[src/common/cdsr_pkg.sv]
package cdsr_pkg;

    // ------------------------------------------------------------
    // Register map, byte addresses on APB
    // ------------------------------------------------------------
    localparam int          ADDR_W             = 8;
    localparam logic [7:0]  OFS_SECTOR_STATUS  = 8'h00;
    localparam logic [7:0]  OFS_IRQ_STATUS     = 8'h04;
    localparam logic [7:0]  OFS_SOFT_RESET     = 8'h08;
    localparam logic [7:0]  OFS_SUB_ADDR_LO    = 8'h0C;
    localparam logic [7:0]  OFS_SUB_ADDR_HI    = 8'h10;
    localparam logic [7:0]  OFS_INPUT_CFG      = 8'h14;
    localparam logic [7:0]  OFS_CTRL_ONE       = 8'h18;
    localparam logic [7:0]  OFS_CTRL_ZERO      = 8'h1C;

    // ------------------------------------------------------------
    // Field positions
    // ------------------------------------------------------------
    localparam int          POS_TYPE_BIT       = 3;
    localparam int          POS_VARIANT_BIT    = 2;
    localparam int          POS_TYPE_CHECK     = 1;
    localparam int          POS_AUTO_VARIANT   = 0;
    localparam int          POS_INVALID        = 7;
    localparam int          POS_ECC_DONE       = 5;
    localparam int          POS_SUB_HI_MSB     = 1;

    // ------------------------------------------------------------
    // Reset values and write masks
    // ------------------------------------------------------------
    localparam logic [2:0]  HSEL_HW_RESET      = 3'h7;
    localparam logic [2:0]  HSEL_MODE_A        = 3'h0;
    localparam logic [2:0]  HSEL_ATAPI         = 3'h1;
    localparam logic [2:0]  HSEL_MODE_B        = 3'h2;
    localparam logic [2:0]  HSEL_UNKNOWN       = 3'h3;
    localparam logic [7:0]  INPUT_CFG_RESET    = 8'h00;
    localparam logic [7:0]  INPUT_CFG_MASK     = 8'hFE;
    localparam logic [7:0]  CTRL_ONE_MASK      = 8'h0E;
    localparam logic [7:0]  CTRL_ZERO_MASK     = 8'h01;
    localparam logic [9:0]  SUB_ADDR_RESET     = 10'h000;
    localparam logic [1:0]  READ_ALL_MASK      = 2'h3;

    // ------------------------------------------------------------
    // Sync window counts
    // ------------------------------------------------------------
    localparam logic [10:0] SYNC_LAST_LOW      = 11'h496;
    localparam logic [10:0] SYNC_FIRST_HIGH    = 11'h498;

    // ------------------------------------------------------------
    // Carriers
    // ------------------------------------------------------------
    typedef struct packed {
        logic        block_end;
        logic        ecc_done;
        logic        sync_found;
        logic [10:0] word_count;
        logic        retimed;
        logic        long_block;
        logic        hdr_variant;
        logic        submode_err;
        logic        type_mismatch;
        logic        type_byte_err;
        logic [7:0]  next_type_byte;
        logic        next_variant_bit;
        logic        next_variant_err;
    } cdsr_dec_evt_t;

    typedef struct packed {
        logic       serial_input_format;
        logic       oversample_hi;
        logic       oversample_lo;
        logic       subcode_input_format;
        logic       subcode_port_enable;
        logic       subcode_raw_select;
        logic       buffer_ram_test;
    } cdsr_in_cfg_t;

endpackage

[src/core/cdsr_regs.sv]
// The APB interface to the registers and the placing of the registers were decided locally.
`timescale 1ns/1ps

// Behaviour
// Status byte: type preview[7:4], type bit 3, variant bit 2, next variant[1:0].
// Type/variant 00 type 1, 10 type 2 var 1, x1 type 2 var 2 or uncorrectable.
// Reported type bit always comes from the control type request bit.
// Variant from control bit when auto request is 0, else from header byte.
// Variant forced to 1 on illegal sync, long block or type 2 variant 2.
// Variant forced on submode error, and on type mismatch/byte error if checking.
// Next variant preview: 00 var 0, 01 var 1, upper bit 1 variant byte error.
// Type preview: top = OR of byte bits 7..3 and erasure; others bit OR erasure.
// Preview 0000..0111 types 0..7; top bit set means above 7 or error.
// Reading the interrupt status register clears a pending decoder interrupt.
// Invalid bit 0 while registers valid, 1 once all decoder registers were read.
// ECC done bit 1 when correction was performed on the current block.
// Any write to soft reset reinitialises all registers and sets host mode.
// After hardware reset host select reads 111 until software picks a mode.
// After hardware reset host pins stay tri-state unless host read strobe is low.
// Host select 000 mode A, 001 ATAPI, 010 mode B, 011 all pins tri-state.
// Subcode block address is 10 bits over low and high registers, first 1 kbyte.
// Config bit 7 picks serial format: 0 I2S, 1 EIAJ.
// Config bits 6:5 oversampling: 00 none, 01 two times, 10 four times.
// Bit 4 subcode format V4/EIAJ, bit 3 port enable, bit 2 cooked/raw.
// Config bit 1 selects buffer RAM test mode.
// Subcode recovery times off bit clock; software sets oversampling to match.
// Illegal sync flag set on sync at count 0..1174 or 1176 on when retimed.
// Erasure flag reflects the erasure input from the signal processor.
// Reserved bits read zero and ignore writes.
module cdsr_regs (
    // Clock and reset
    input  wire logic                         ref_clk,
    input  wire logic                         rst_n,
    input  wire logic                         clk_en,
    // APB slave
    input  wire logic                         psel,
    input  wire logic                         penable,
    input  wire logic                         pwrite,
    input  wire logic [cdsr_pkg::ADDR_W-1:0]  paddr,
    input  wire logic [31:0]                  pwdata,
    output logic      [31:0]                  prdata,
    output logic                              pready,
    output logic                              pslverr,
    // Decoder side
    input  wire cdsr_pkg::cdsr_dec_evt_t      dec_evt,
    input  wire logic                         erasure_input,
    output logic                              decoder_interrupt,
    // Host side
    input  wire logic                         host_read_strobe_n,
    output logic      [2:0]                   host_select,
    output logic                              host_mode_a,
    output logic                              host_atapi,
    output logic                              host_mode_b,
    output logic                              host_pins_oe_n,
    output logic                              soft_reset_pulse,
    // Configuration out
    output cdsr_pkg::cdsr_in_cfg_t            input_cfg,
    output logic      [9:0]                   subcode_block_address
);

    // ------------------------------------------------------------
    // State
    // ------------------------------------------------------------
    logic [7:0] cfg;
    logic [2:0] ctrl_one;
    logic       auto_variant_request;
    logic [9:0] sub_addr;
    logic [3:0] type_preview;
    logic       type_bit;
    logic       variant_bit;
    logic [1:0] next_variant;
    logic       ecc_done_flag;
    logic       registers_invalid_flag;
    logic [1:0] read_seen;
    logic       illegal_sync_flag;
    logic       erasure_flag;

    // ------------------------------------------------------------
    // Bus decode
    // ------------------------------------------------------------
    wire        access     = psel & penable;
    wire        complete   = access & pready;
    wire        wr_en      = complete & pwrite;
    wire        rd_en      = complete & ~pwrite;
    wire        hit_status = paddr == cdsr_pkg::OFS_SECTOR_STATUS;
    wire        hit_irq    = paddr == cdsr_pkg::OFS_IRQ_STATUS;
    wire        hit_reset  = paddr == cdsr_pkg::OFS_SOFT_RESET;
    wire        hit_sub_lo = paddr == cdsr_pkg::OFS_SUB_ADDR_LO;
    wire        hit_sub_hi = paddr == cdsr_pkg::OFS_SUB_ADDR_HI;
    wire        hit_cfg    = paddr == cdsr_pkg::OFS_INPUT_CFG;
    wire        hit_c1     = paddr == cdsr_pkg::OFS_CTRL_ONE;
    wire        hit_c0     = paddr == cdsr_pkg::OFS_CTRL_ZERO;
    wire        mapped     = hit_status | hit_irq | hit_reset | hit_sub_lo | hit_sub_hi
                           | hit_cfg | hit_c1 | hit_c0;
    wire        sw_init    = wr_en & hit_reset;
    wire        irq_read   = rd_en & hit_irq;
    wire        stat_read  = rd_en & hit_status;

    // ------------------------------------------------------------
    // Decoder events
    // ------------------------------------------------------------
    wire        block_end  = dec_evt.block_end;
    wire        type_req   = ctrl_one[cdsr_pkg::POS_TYPE_BIT - 1];
    wire        var_req    = ctrl_one[cdsr_pkg::POS_VARIANT_BIT - 1];
    wire        type_check = ctrl_one[cdsr_pkg::POS_TYPE_CHECK - 1];
    wire        sync_bad   = dec_evt.sync_found & dec_evt.retimed
                           & ((dec_evt.word_count <= cdsr_pkg::SYNC_LAST_LOW)
                           | (dec_evt.word_count >= cdsr_pkg::SYNC_FIRST_HIGH));
    wire        illegal_sync_flag_now = illegal_sync_flag | sync_bad;
    wire        erase_now  = erasure_flag | erasure_input;
    wire        var_pick   = auto_variant_request ? dec_evt.hdr_variant : var_req;
    wire        type2_var2 = type_req & (var_req | dec_evt.hdr_variant);
    wire        force_var  = illegal_sync_flag_now | dec_evt.long_block | type2_var2
                           | dec_evt.submode_err
                           | (type_check & (dec_evt.type_mismatch | dec_evt.type_byte_err));
    wire        next_var   = var_pick | force_var;
    wire [3:0]  next_prev  = preview(dec_evt.next_type_byte, erase_now);

    // ------------------------------------------------------------
    // Host select decode
    // ------------------------------------------------------------
    wire [2:0]  hsel_next  = sw_init ? pwdata[2:0] : host_select;
    wire        awaiting   = hsel_next == cdsr_pkg::HSEL_HW_RESET;
    wire        next_oe_n  = awaiting ? host_read_strobe_n
                           : ~((hsel_next == cdsr_pkg::HSEL_MODE_A)
                           | (hsel_next == cdsr_pkg::HSEL_ATAPI)
                           | (hsel_next == cdsr_pkg::HSEL_MODE_B));

    // Preview bits; an erasure marks the whole byte unreliable
    function automatic logic [3:0] preview(input logic [7:0] b, input logic e);
        preview = {(|b[7:3]) | e, b[2] | e, b[1] | e, b[0] | e};
    endfunction

    // ------------------------------------------------------------
    // Read mux
    // ------------------------------------------------------------
    wire [7:0]  stat_byte  = {type_preview, type_bit, variant_bit, next_variant};
    wire [7:0]  irq_byte   = {registers_invalid_flag, 1'b0, ecc_done_flag, 5'h00};
    wire [7:0]  rd_byte    = hit_status ? stat_byte
                           : hit_irq    ? irq_byte
                           : hit_sub_lo ? sub_addr[7:0]
                           : hit_sub_hi ? {6'h00, sub_addr[9:8]}
                           : hit_cfg    ? cfg
                           : hit_c1     ? {4'h0, ctrl_one, 1'b0}
                           : hit_c0     ? {7'h00, auto_variant_request}
                           : 8'h00;

    // ------------------------------------------------------------
    // APB answer: one wait state, registered
    // ------------------------------------------------------------
    always_ff @(posedge ref_clk or negedge rst_n) begin
        if (!rst_n) begin
            pready  <= 1'b0;
            pslverr <= 1'b0;
            prdata  <= 32'h0000_0000;
        end else if (clk_en) begin
            pready  <= access & ~pready;
            pslverr <= access & ~pready & ~mapped;
            prdata  <= (access & ~pready & ~pwrite) ? {24'h00_0000, rd_byte} : 32'h0000_0000;
        end
    end

    // ------------------------------------------------------------
    // Software registers
    // ------------------------------------------------------------
    always_ff @(posedge ref_clk or negedge rst_n) begin
        if (!rst_n) begin
            cfg                  <= cdsr_pkg::INPUT_CFG_RESET;
            ctrl_one             <= 3'h0;
            auto_variant_request <= 1'b0;
            sub_addr             <= cdsr_pkg::SUB_ADDR_RESET;
        end else if (clk_en) begin
            if (sw_init) begin
                cfg                  <= cdsr_pkg::INPUT_CFG_RESET;
                ctrl_one             <= 3'h0;
                auto_variant_request <= 1'b0;
                sub_addr             <= cdsr_pkg::SUB_ADDR_RESET;
            end else if (wr_en) begin
                if (hit_cfg)
                    cfg <= pwdata[7:0] & cdsr_pkg::INPUT_CFG_MASK;
                if (hit_c1)
                    ctrl_one <= pwdata[3:1];
                if (hit_c0)
                    auto_variant_request <= pwdata[cdsr_pkg::POS_AUTO_VARIANT];
                if (hit_sub_lo)
                    sub_addr[7:0] <= pwdata[7:0];
                if (hit_sub_hi)
                    sub_addr[9:8] <= pwdata[cdsr_pkg::POS_SUB_HI_MSB:0];
            end
        end
    end

    // ------------------------------------------------------------
    // Host select; a hardware reset or a soft reset write of 111 brings back the wait code
    // ------------------------------------------------------------
    always_ff @(posedge ref_clk or negedge rst_n) begin
        if (!rst_n) begin
            host_select      <= cdsr_pkg::HSEL_HW_RESET;
            host_pins_oe_n   <= 1'b1;
            host_mode_a      <= 1'b0;
            host_atapi       <= 1'b0;
            host_mode_b      <= 1'b0;
            soft_reset_pulse <= 1'b0;
        end else if (clk_en) begin
            host_select      <= hsel_next;
            host_pins_oe_n   <= next_oe_n;
            host_mode_a      <= hsel_next == cdsr_pkg::HSEL_MODE_A;
            host_atapi       <= hsel_next == cdsr_pkg::HSEL_ATAPI;
            host_mode_b      <= hsel_next == cdsr_pkg::HSEL_MODE_B;
            soft_reset_pulse <= sw_init;
        end
    end

    // ------------------------------------------------------------
    // Frame status, captured at block end
    // ------------------------------------------------------------
    always_ff @(posedge ref_clk or negedge rst_n) begin
        if (!rst_n) begin
            type_preview  <= 4'h0;
            type_bit      <= 1'b0;
            variant_bit   <= 1'b0;
            next_variant  <= 2'h0;
            ecc_done_flag <= 1'b0;
        end else if (clk_en) begin
            if (sw_init) begin
                type_preview  <= 4'h0;
                type_bit      <= 1'b0;
                variant_bit   <= 1'b0;
                next_variant  <= 2'h0;
                ecc_done_flag <= 1'b0;
            end else if (block_end) begin
                type_preview  <= next_prev;
                type_bit      <= type_req;
                variant_bit   <= next_var;
                next_variant  <= {dec_evt.next_variant_err,
                                  dec_evt.next_variant_bit};
                ecc_done_flag <= dec_evt.ecc_done;
            end
        end
    end

    // ------------------------------------------------------------
    // Per-block sticky flags; a new event beats the block-end clear
    // ------------------------------------------------------------
    always_ff @(posedge ref_clk or negedge rst_n) begin
        if (!rst_n) begin
            illegal_sync_flag <= 1'b0;
            erasure_flag      <= 1'b0;
        end else if (clk_en) begin
            if (sw_init) begin
                illegal_sync_flag <= 1'b0;
                erasure_flag      <= 1'b0;
            end else begin
                illegal_sync_flag <= sync_bad | (illegal_sync_flag & ~block_end);
                erasure_flag      <= erasure_input | (erasure_flag & ~block_end);
            end
        end
    end

    // ------------------------------------------------------------
    // Interrupt and validity tracking
    // ------------------------------------------------------------
    always_ff @(posedge ref_clk or negedge rst_n) begin
        if (!rst_n) begin
            decoder_interrupt      <= 1'b0;
            registers_invalid_flag <= 1'b1;
            read_seen              <= 2'h0;
        end else if (clk_en) begin
            if (sw_init) begin
                decoder_interrupt      <= 1'b0;
                registers_invalid_flag <= 1'b1;
                read_seen              <= 2'h0;
            end else if (block_end) begin
                decoder_interrupt      <= 1'b1;
                registers_invalid_flag <= 1'b0;
                read_seen              <= 2'h0;
            end else begin
                if (irq_read)
                    decoder_interrupt <= 1'b0;
                read_seen <= read_seen | {irq_read, stat_read};
                if ((read_seen | {irq_read, stat_read}) == cdsr_pkg::READ_ALL_MASK)
                    registers_invalid_flag <= 1'b1;
            end
        end
    end

    // ------------------------------------------------------------
    // Configuration outputs; subcode recovery times off bit clock, oversampling set to match
    // ------------------------------------------------------------
    always_ff @(posedge ref_clk or negedge rst_n) begin
        if (!rst_n) begin
            input_cfg             <= '0;
            subcode_block_address <= cdsr_pkg::SUB_ADDR_RESET;
        end else if (clk_en) begin
            input_cfg.serial_input_format  <= cfg[7];
            input_cfg.oversample_hi        <= cfg[6];
            input_cfg.oversample_lo        <= cfg[5];
            input_cfg.subcode_input_format <= cfg[4];
            input_cfg.subcode_port_enable  <= cfg[3];
            input_cfg.subcode_raw_select   <= cfg[2];
            input_cfg.buffer_ram_test      <= cfg[1];
            subcode_block_address          <= sub_addr;
        end
    end
endmodule

[config.mk]
export PLATFORM = sky130hd
export DESIGN_NAME = cdsr_regs
export DESIGN_NICKNAME = d
export VERILOG_FILES = /design/src/common/cdsr_pkg.sv /design/src/core/cdsr_regs.sv
export SDC_FILE = /design/constraint.sdc
export NUM_CORES = 1
export LEC_CHECK = 0
export BUFFER_PORTS_ARGS = -buffer_cell sky130_fd_sc_hd__buf_2
export CAP_MARGIN = 20
export CORE_ASPECT_RATIO = 1.1
export CORE_UTILIZATION = 53
export DETAILED_ROUTE_END_ITERATION = 12
export GPL_TIMING_DRIVEN = 0
export HOLD_SLACK_MARGIN = 0.03
export PLACE_DENSITY = 0.87
export SLEW_MARGIN = 20
export SYNTH_ARGS = -nofsm -noshare
export SYNTH_HDL_FRONTEND = slang
export SYNTH_SLANG_ARGS = --single-unit
[constraint.sdc]
create_clock -name ref_clk -period 4.2 [get_ports ref_clk]
set_input_delay 0.84 -clock ref_clk [delete_from_list [all_inputs] [get_ports ref_clk]]
set_output_delay 0.84 -clock ref_clk [all_outputs]
set_load 0.01 [all_outputs]
==> impl_summary.log <==
[metrics] number of buffers on the longest clock path: 2
[metrics] final worst path period need: about 2300 ps
[metrics] number of synthesized flops with an enable pin: 0
[metrics] result of the run: completed
[metrics] required time at the endpoint of the critical path: ~4400 ps
[metrics] vias per cell: approximately 5.6
[metrics] Slew Limit Fails: 0
[metrics] total number of clock tree sinks: 71
[metrics] Setup crit end kind: flop
[metrics] fillers: around 530
[metrics] tightest slew margin relative to the limit: 0.529
[metrics] post-DR wirelength/cell: 16.5 um
[metrics] GRT Resource Usage Total: 0.261
[metrics] count of mapped cells out of synthesis: approximately 320
[metrics] Synth Flop Type: dfrtp_1
[metrics] worst-case clock skew: roughly 7.5 ps
[metrics] endpoints failing hold: 0
[metrics] # H-tree levels: 3
[metrics] Routed WL: around 8700 um
[metrics] DRC violation count after routing: 0
[metrics] x dimension of the die: roughly 80 um
[metrics] cts repair resizes: 0
[metrics] maximum vdd drop: about 250 uV
[metrics] Clk Tree Root Cell: clkbuf_8
[metrics] area of the core region: between 6000 and 7000 um^2
[metrics] number of global-route vias before repair: between 2k and 3k
[metrics] maximum fanout along the worst path: 9
[metrics] clock share of power: 0.361
[metrics] final setup vio count: 0
[metrics] Top Ports: 138
[metrics] placement-stage worst setup slack: 1530 ps
[metrics] 1st-pass router iterations: 4
[metrics] sequential group share of total power: 0.521
[metrics] pwr dens: 310 nW/um^2
[metrics] Logic pwr share: 0.118
[metrics] global-route wire length before repair: 13500 um
[metrics] classification of the worst setup path: in2reg
[metrics] TritonCTS clock tree: done
[metrics] utilization after layout: 0.676
[metrics] area delta synth->final: 23.3%
[metrics] number of buffers and inverters on the critical path: 2
[metrics] Yosys top cell area share: 0.460
[metrics] Sw Share: 0.256
[metrics] flip-flop and latch count after synthesis: 71
[metrics] number of nets in the layout: approximately 520
[metrics] sum of overflow across all layers after global routing: 0
[metrics] number of max-cap violations: 0
[metrics] post-DP HPWL: roughly 6400 um
[metrics] buffers inserted during post-CTS setup optimization: 0
[metrics] cell area after synthesis: 3590 um^2
[metrics] standard-cell row count: 31
[metrics] cell type with the largest total area after synthesis: dfrtp_1
[metrics] R2R depth: 6
[metrics] fmax: about 430 MHz
[metrics] power dissipated by switching net loads: between 0.3 and 0.4 mW
[metrics] slowest stage delay, CP: slightly above 400 ps
[metrics] crit-path leading delay family: simple AND/OR/NAND/NOR gates
[metrics] number of DRC markers after the initial detailed-route iteration: 194
[metrics] list of cells traversed by the critical path: buf_2 > nor2b_1 > nand4_1 > and3_1 > clkbuf_1 > a22o_1
[metrics] count of antenna diodes in the layout: 0
[metrics] RSZ-0062 raised after global routing: no
[metrics] final-layout setup total negative slack: 0 ps
[metrics] mean instance size in the synthesized netlist: around 11 um^2
[metrics] Buffers on Ports: 88
[metrics] type of the most critical hold path: in2async
[metrics] hold buffers post-CTS: 0
[metrics] Clock transition at path regs: 70 ps
[metrics] distinct cell type count of the synthesized netlist: 56
[metrics] most area-consuming cells after synthesis: dfrtp_1 46%, mux2_2 10%, buf_4 5.0%
[metrics] total clock buffers created by CTS: 9
[metrics] Slew @ Worst Pin: 707 ps
[metrics] number of nets with antenna violations after detailed routing: 0
[metrics] fraction of final layout cells sized beyond drive strength 1: 0.411
[metrics] Total Die Area: a little over 7000 um^2
[metrics] crit share post-route: 0.556
[metrics] path length in cells of the critical path: 6
[metrics] clock latency at the later pin of the worst-skew pair: between 300 and 400 ps
[metrics] Synth async-reset ratio: 1.00
[metrics] Final Worst Setup Slack: about 1900 ps
[metrics] antenna violations before repair: 0
[metrics] internal cell power: roughly 1 mW
[metrics] RePlAce Congestion: approximately 0.90
[metrics] number of vias in the routed layout: roughly 3.0k
[metrics] sequential element share of the synthesized area: 0.496
[metrics] slowest cell on the critical path: nand4_1
[metrics] cell leakage power: approximately 2.2 nW
[metrics] Syn. warnings: 0
[metrics] largest net degree at the start of global routing: 58
[metrics] Starting Density: 0.548
[metrics] Arr. time, crit path: between 2000 and 3000 ps
[metrics] launching element type of the critical path: primary input
[metrics] die outline height: 88.3 um
per-stage QoR:
stage          area (um^2)  power [mW]  hold slack [ps]  std cells
3_5_place_dp          4250       0.888              465        509
4_1_cts               4430        1.38              336        525
2_1_floorplan         3680       0.817              456        338
6_report              4430        1.37              343        525
3_3_place_gp          4220       0.880              459        508
5_1_grt               4430        1.43              351        525
registers in the layout, summed over array words and instances, names as in the netlist, 2 cells and up:
name and flops:
type_preview 4, subcode_block_address 10, prdata 8, ctrl_one 3
sub_addr 10, cfg 7, read_seen 2, input_cfg 7
host_select 3, next_variant 2
cell families (layout without fill, tap and decap cells):
family / count (synthesis) / count (layout) / synth area share
simple gates: 86 / 86 / 0.142
flops: 71 / 71 / 0.496
compound gates: 63 / 63 / 0.132
buf+inv: 49 / 154 / 0.0818
mux: 44 / 44 / 0.144
other cells: 1 / 24 / 0.00104
xor+xnor: 1 / 1 / 0.00244
synthesized netlist by cell type, types with 3 or more instances:
library cell	count
and3_1	3
nand3_1	7
nand4_1	3
o211ai_1	3
dfstp_2	5
nand2_1	12
buf_2	4
a22o_1	12
o22ai_1	3
clkbuf_1	6
buf_4	24
o2bb2ai_1	7
nor2b_1	8
inv_1	8
a31oi_1	6
o21ai_0	6
nor3b_1	3
nor2_1	12
a21oi_1	3
mux2_2	32
and2_1	9
buf_1	4
nor4_1	4
mux2i_1	3
nor3_1	8
dfrtp_1	66
mux2_4	7
a22oi_1	9
cells in the final DEF, fill, tap and decap left out, drive strengths merged, types with 5 or more instances in the layout:
cell type    n
mux2        41
o21ai        7
dfstp        5
nor3         8
nor4         5
clkbuf      19
a22o        12
a22oi        9
dfrtp       66
a31oi        6
conb        24
and2         9
buf        123
o2bb2ai      7
nand3        7
nand2       12
nor2        12
inv          8
nor2b        8
area by class of cell:
type	instances	area, um^2	share of cell area
inverters	9	33.8	0.00763
well taps	82	103	0.0232
multi-input cells	218	1600	0.362
plain buffers	40	260	0.0588
clock inverters	3	17.5	0.00396
flip-flops and latches	71	1780	0.403
clock buffers	13	159	0.0359
repair buffers	89	470	0.106
worst paths after layout:
path	slack (ps)	from	end
worst max-delay path	1860	paddr[3]	type_bit
worst min-delay path	340	rst_n	pready
worst max register to register	2030	pready	type_bit
worst min register to register	480	decoder_interrupt	decoder_interrupt
max in group asynchronous	3280	rst_n	host_select[1]
min in group ref_clk	480	decoder_interrupt	decoder_interrupt
power groups by stage:
| stage | Sequential (mW) | Combinational (mW) | Clock (mW) |
|---|---|---|---|
| floorplan | 0.726 | 0.0909 | 0 |
| global placement | 0.727 | 0.154 | 0 |
| detailed placement | 0.728 | 0.160 | 0 |
| CTS | 0.715 | 0.161 | 0.504 |
| global route | 0.717 | 0.179 | 0.530 |
| finish | 0.715 | 0.162 | 0.496 |
per-layer routing:
layer,vias to the layer above,wire (um),global-route usage
met3,14,778,0.0433
met5,-,0,0
li1,1371,-,-
met1,1424,3550,0.352
met4,0,186,0.143
met2,153,4140,0.405
No activity file was read; power rests on OpenSTA's default activity.
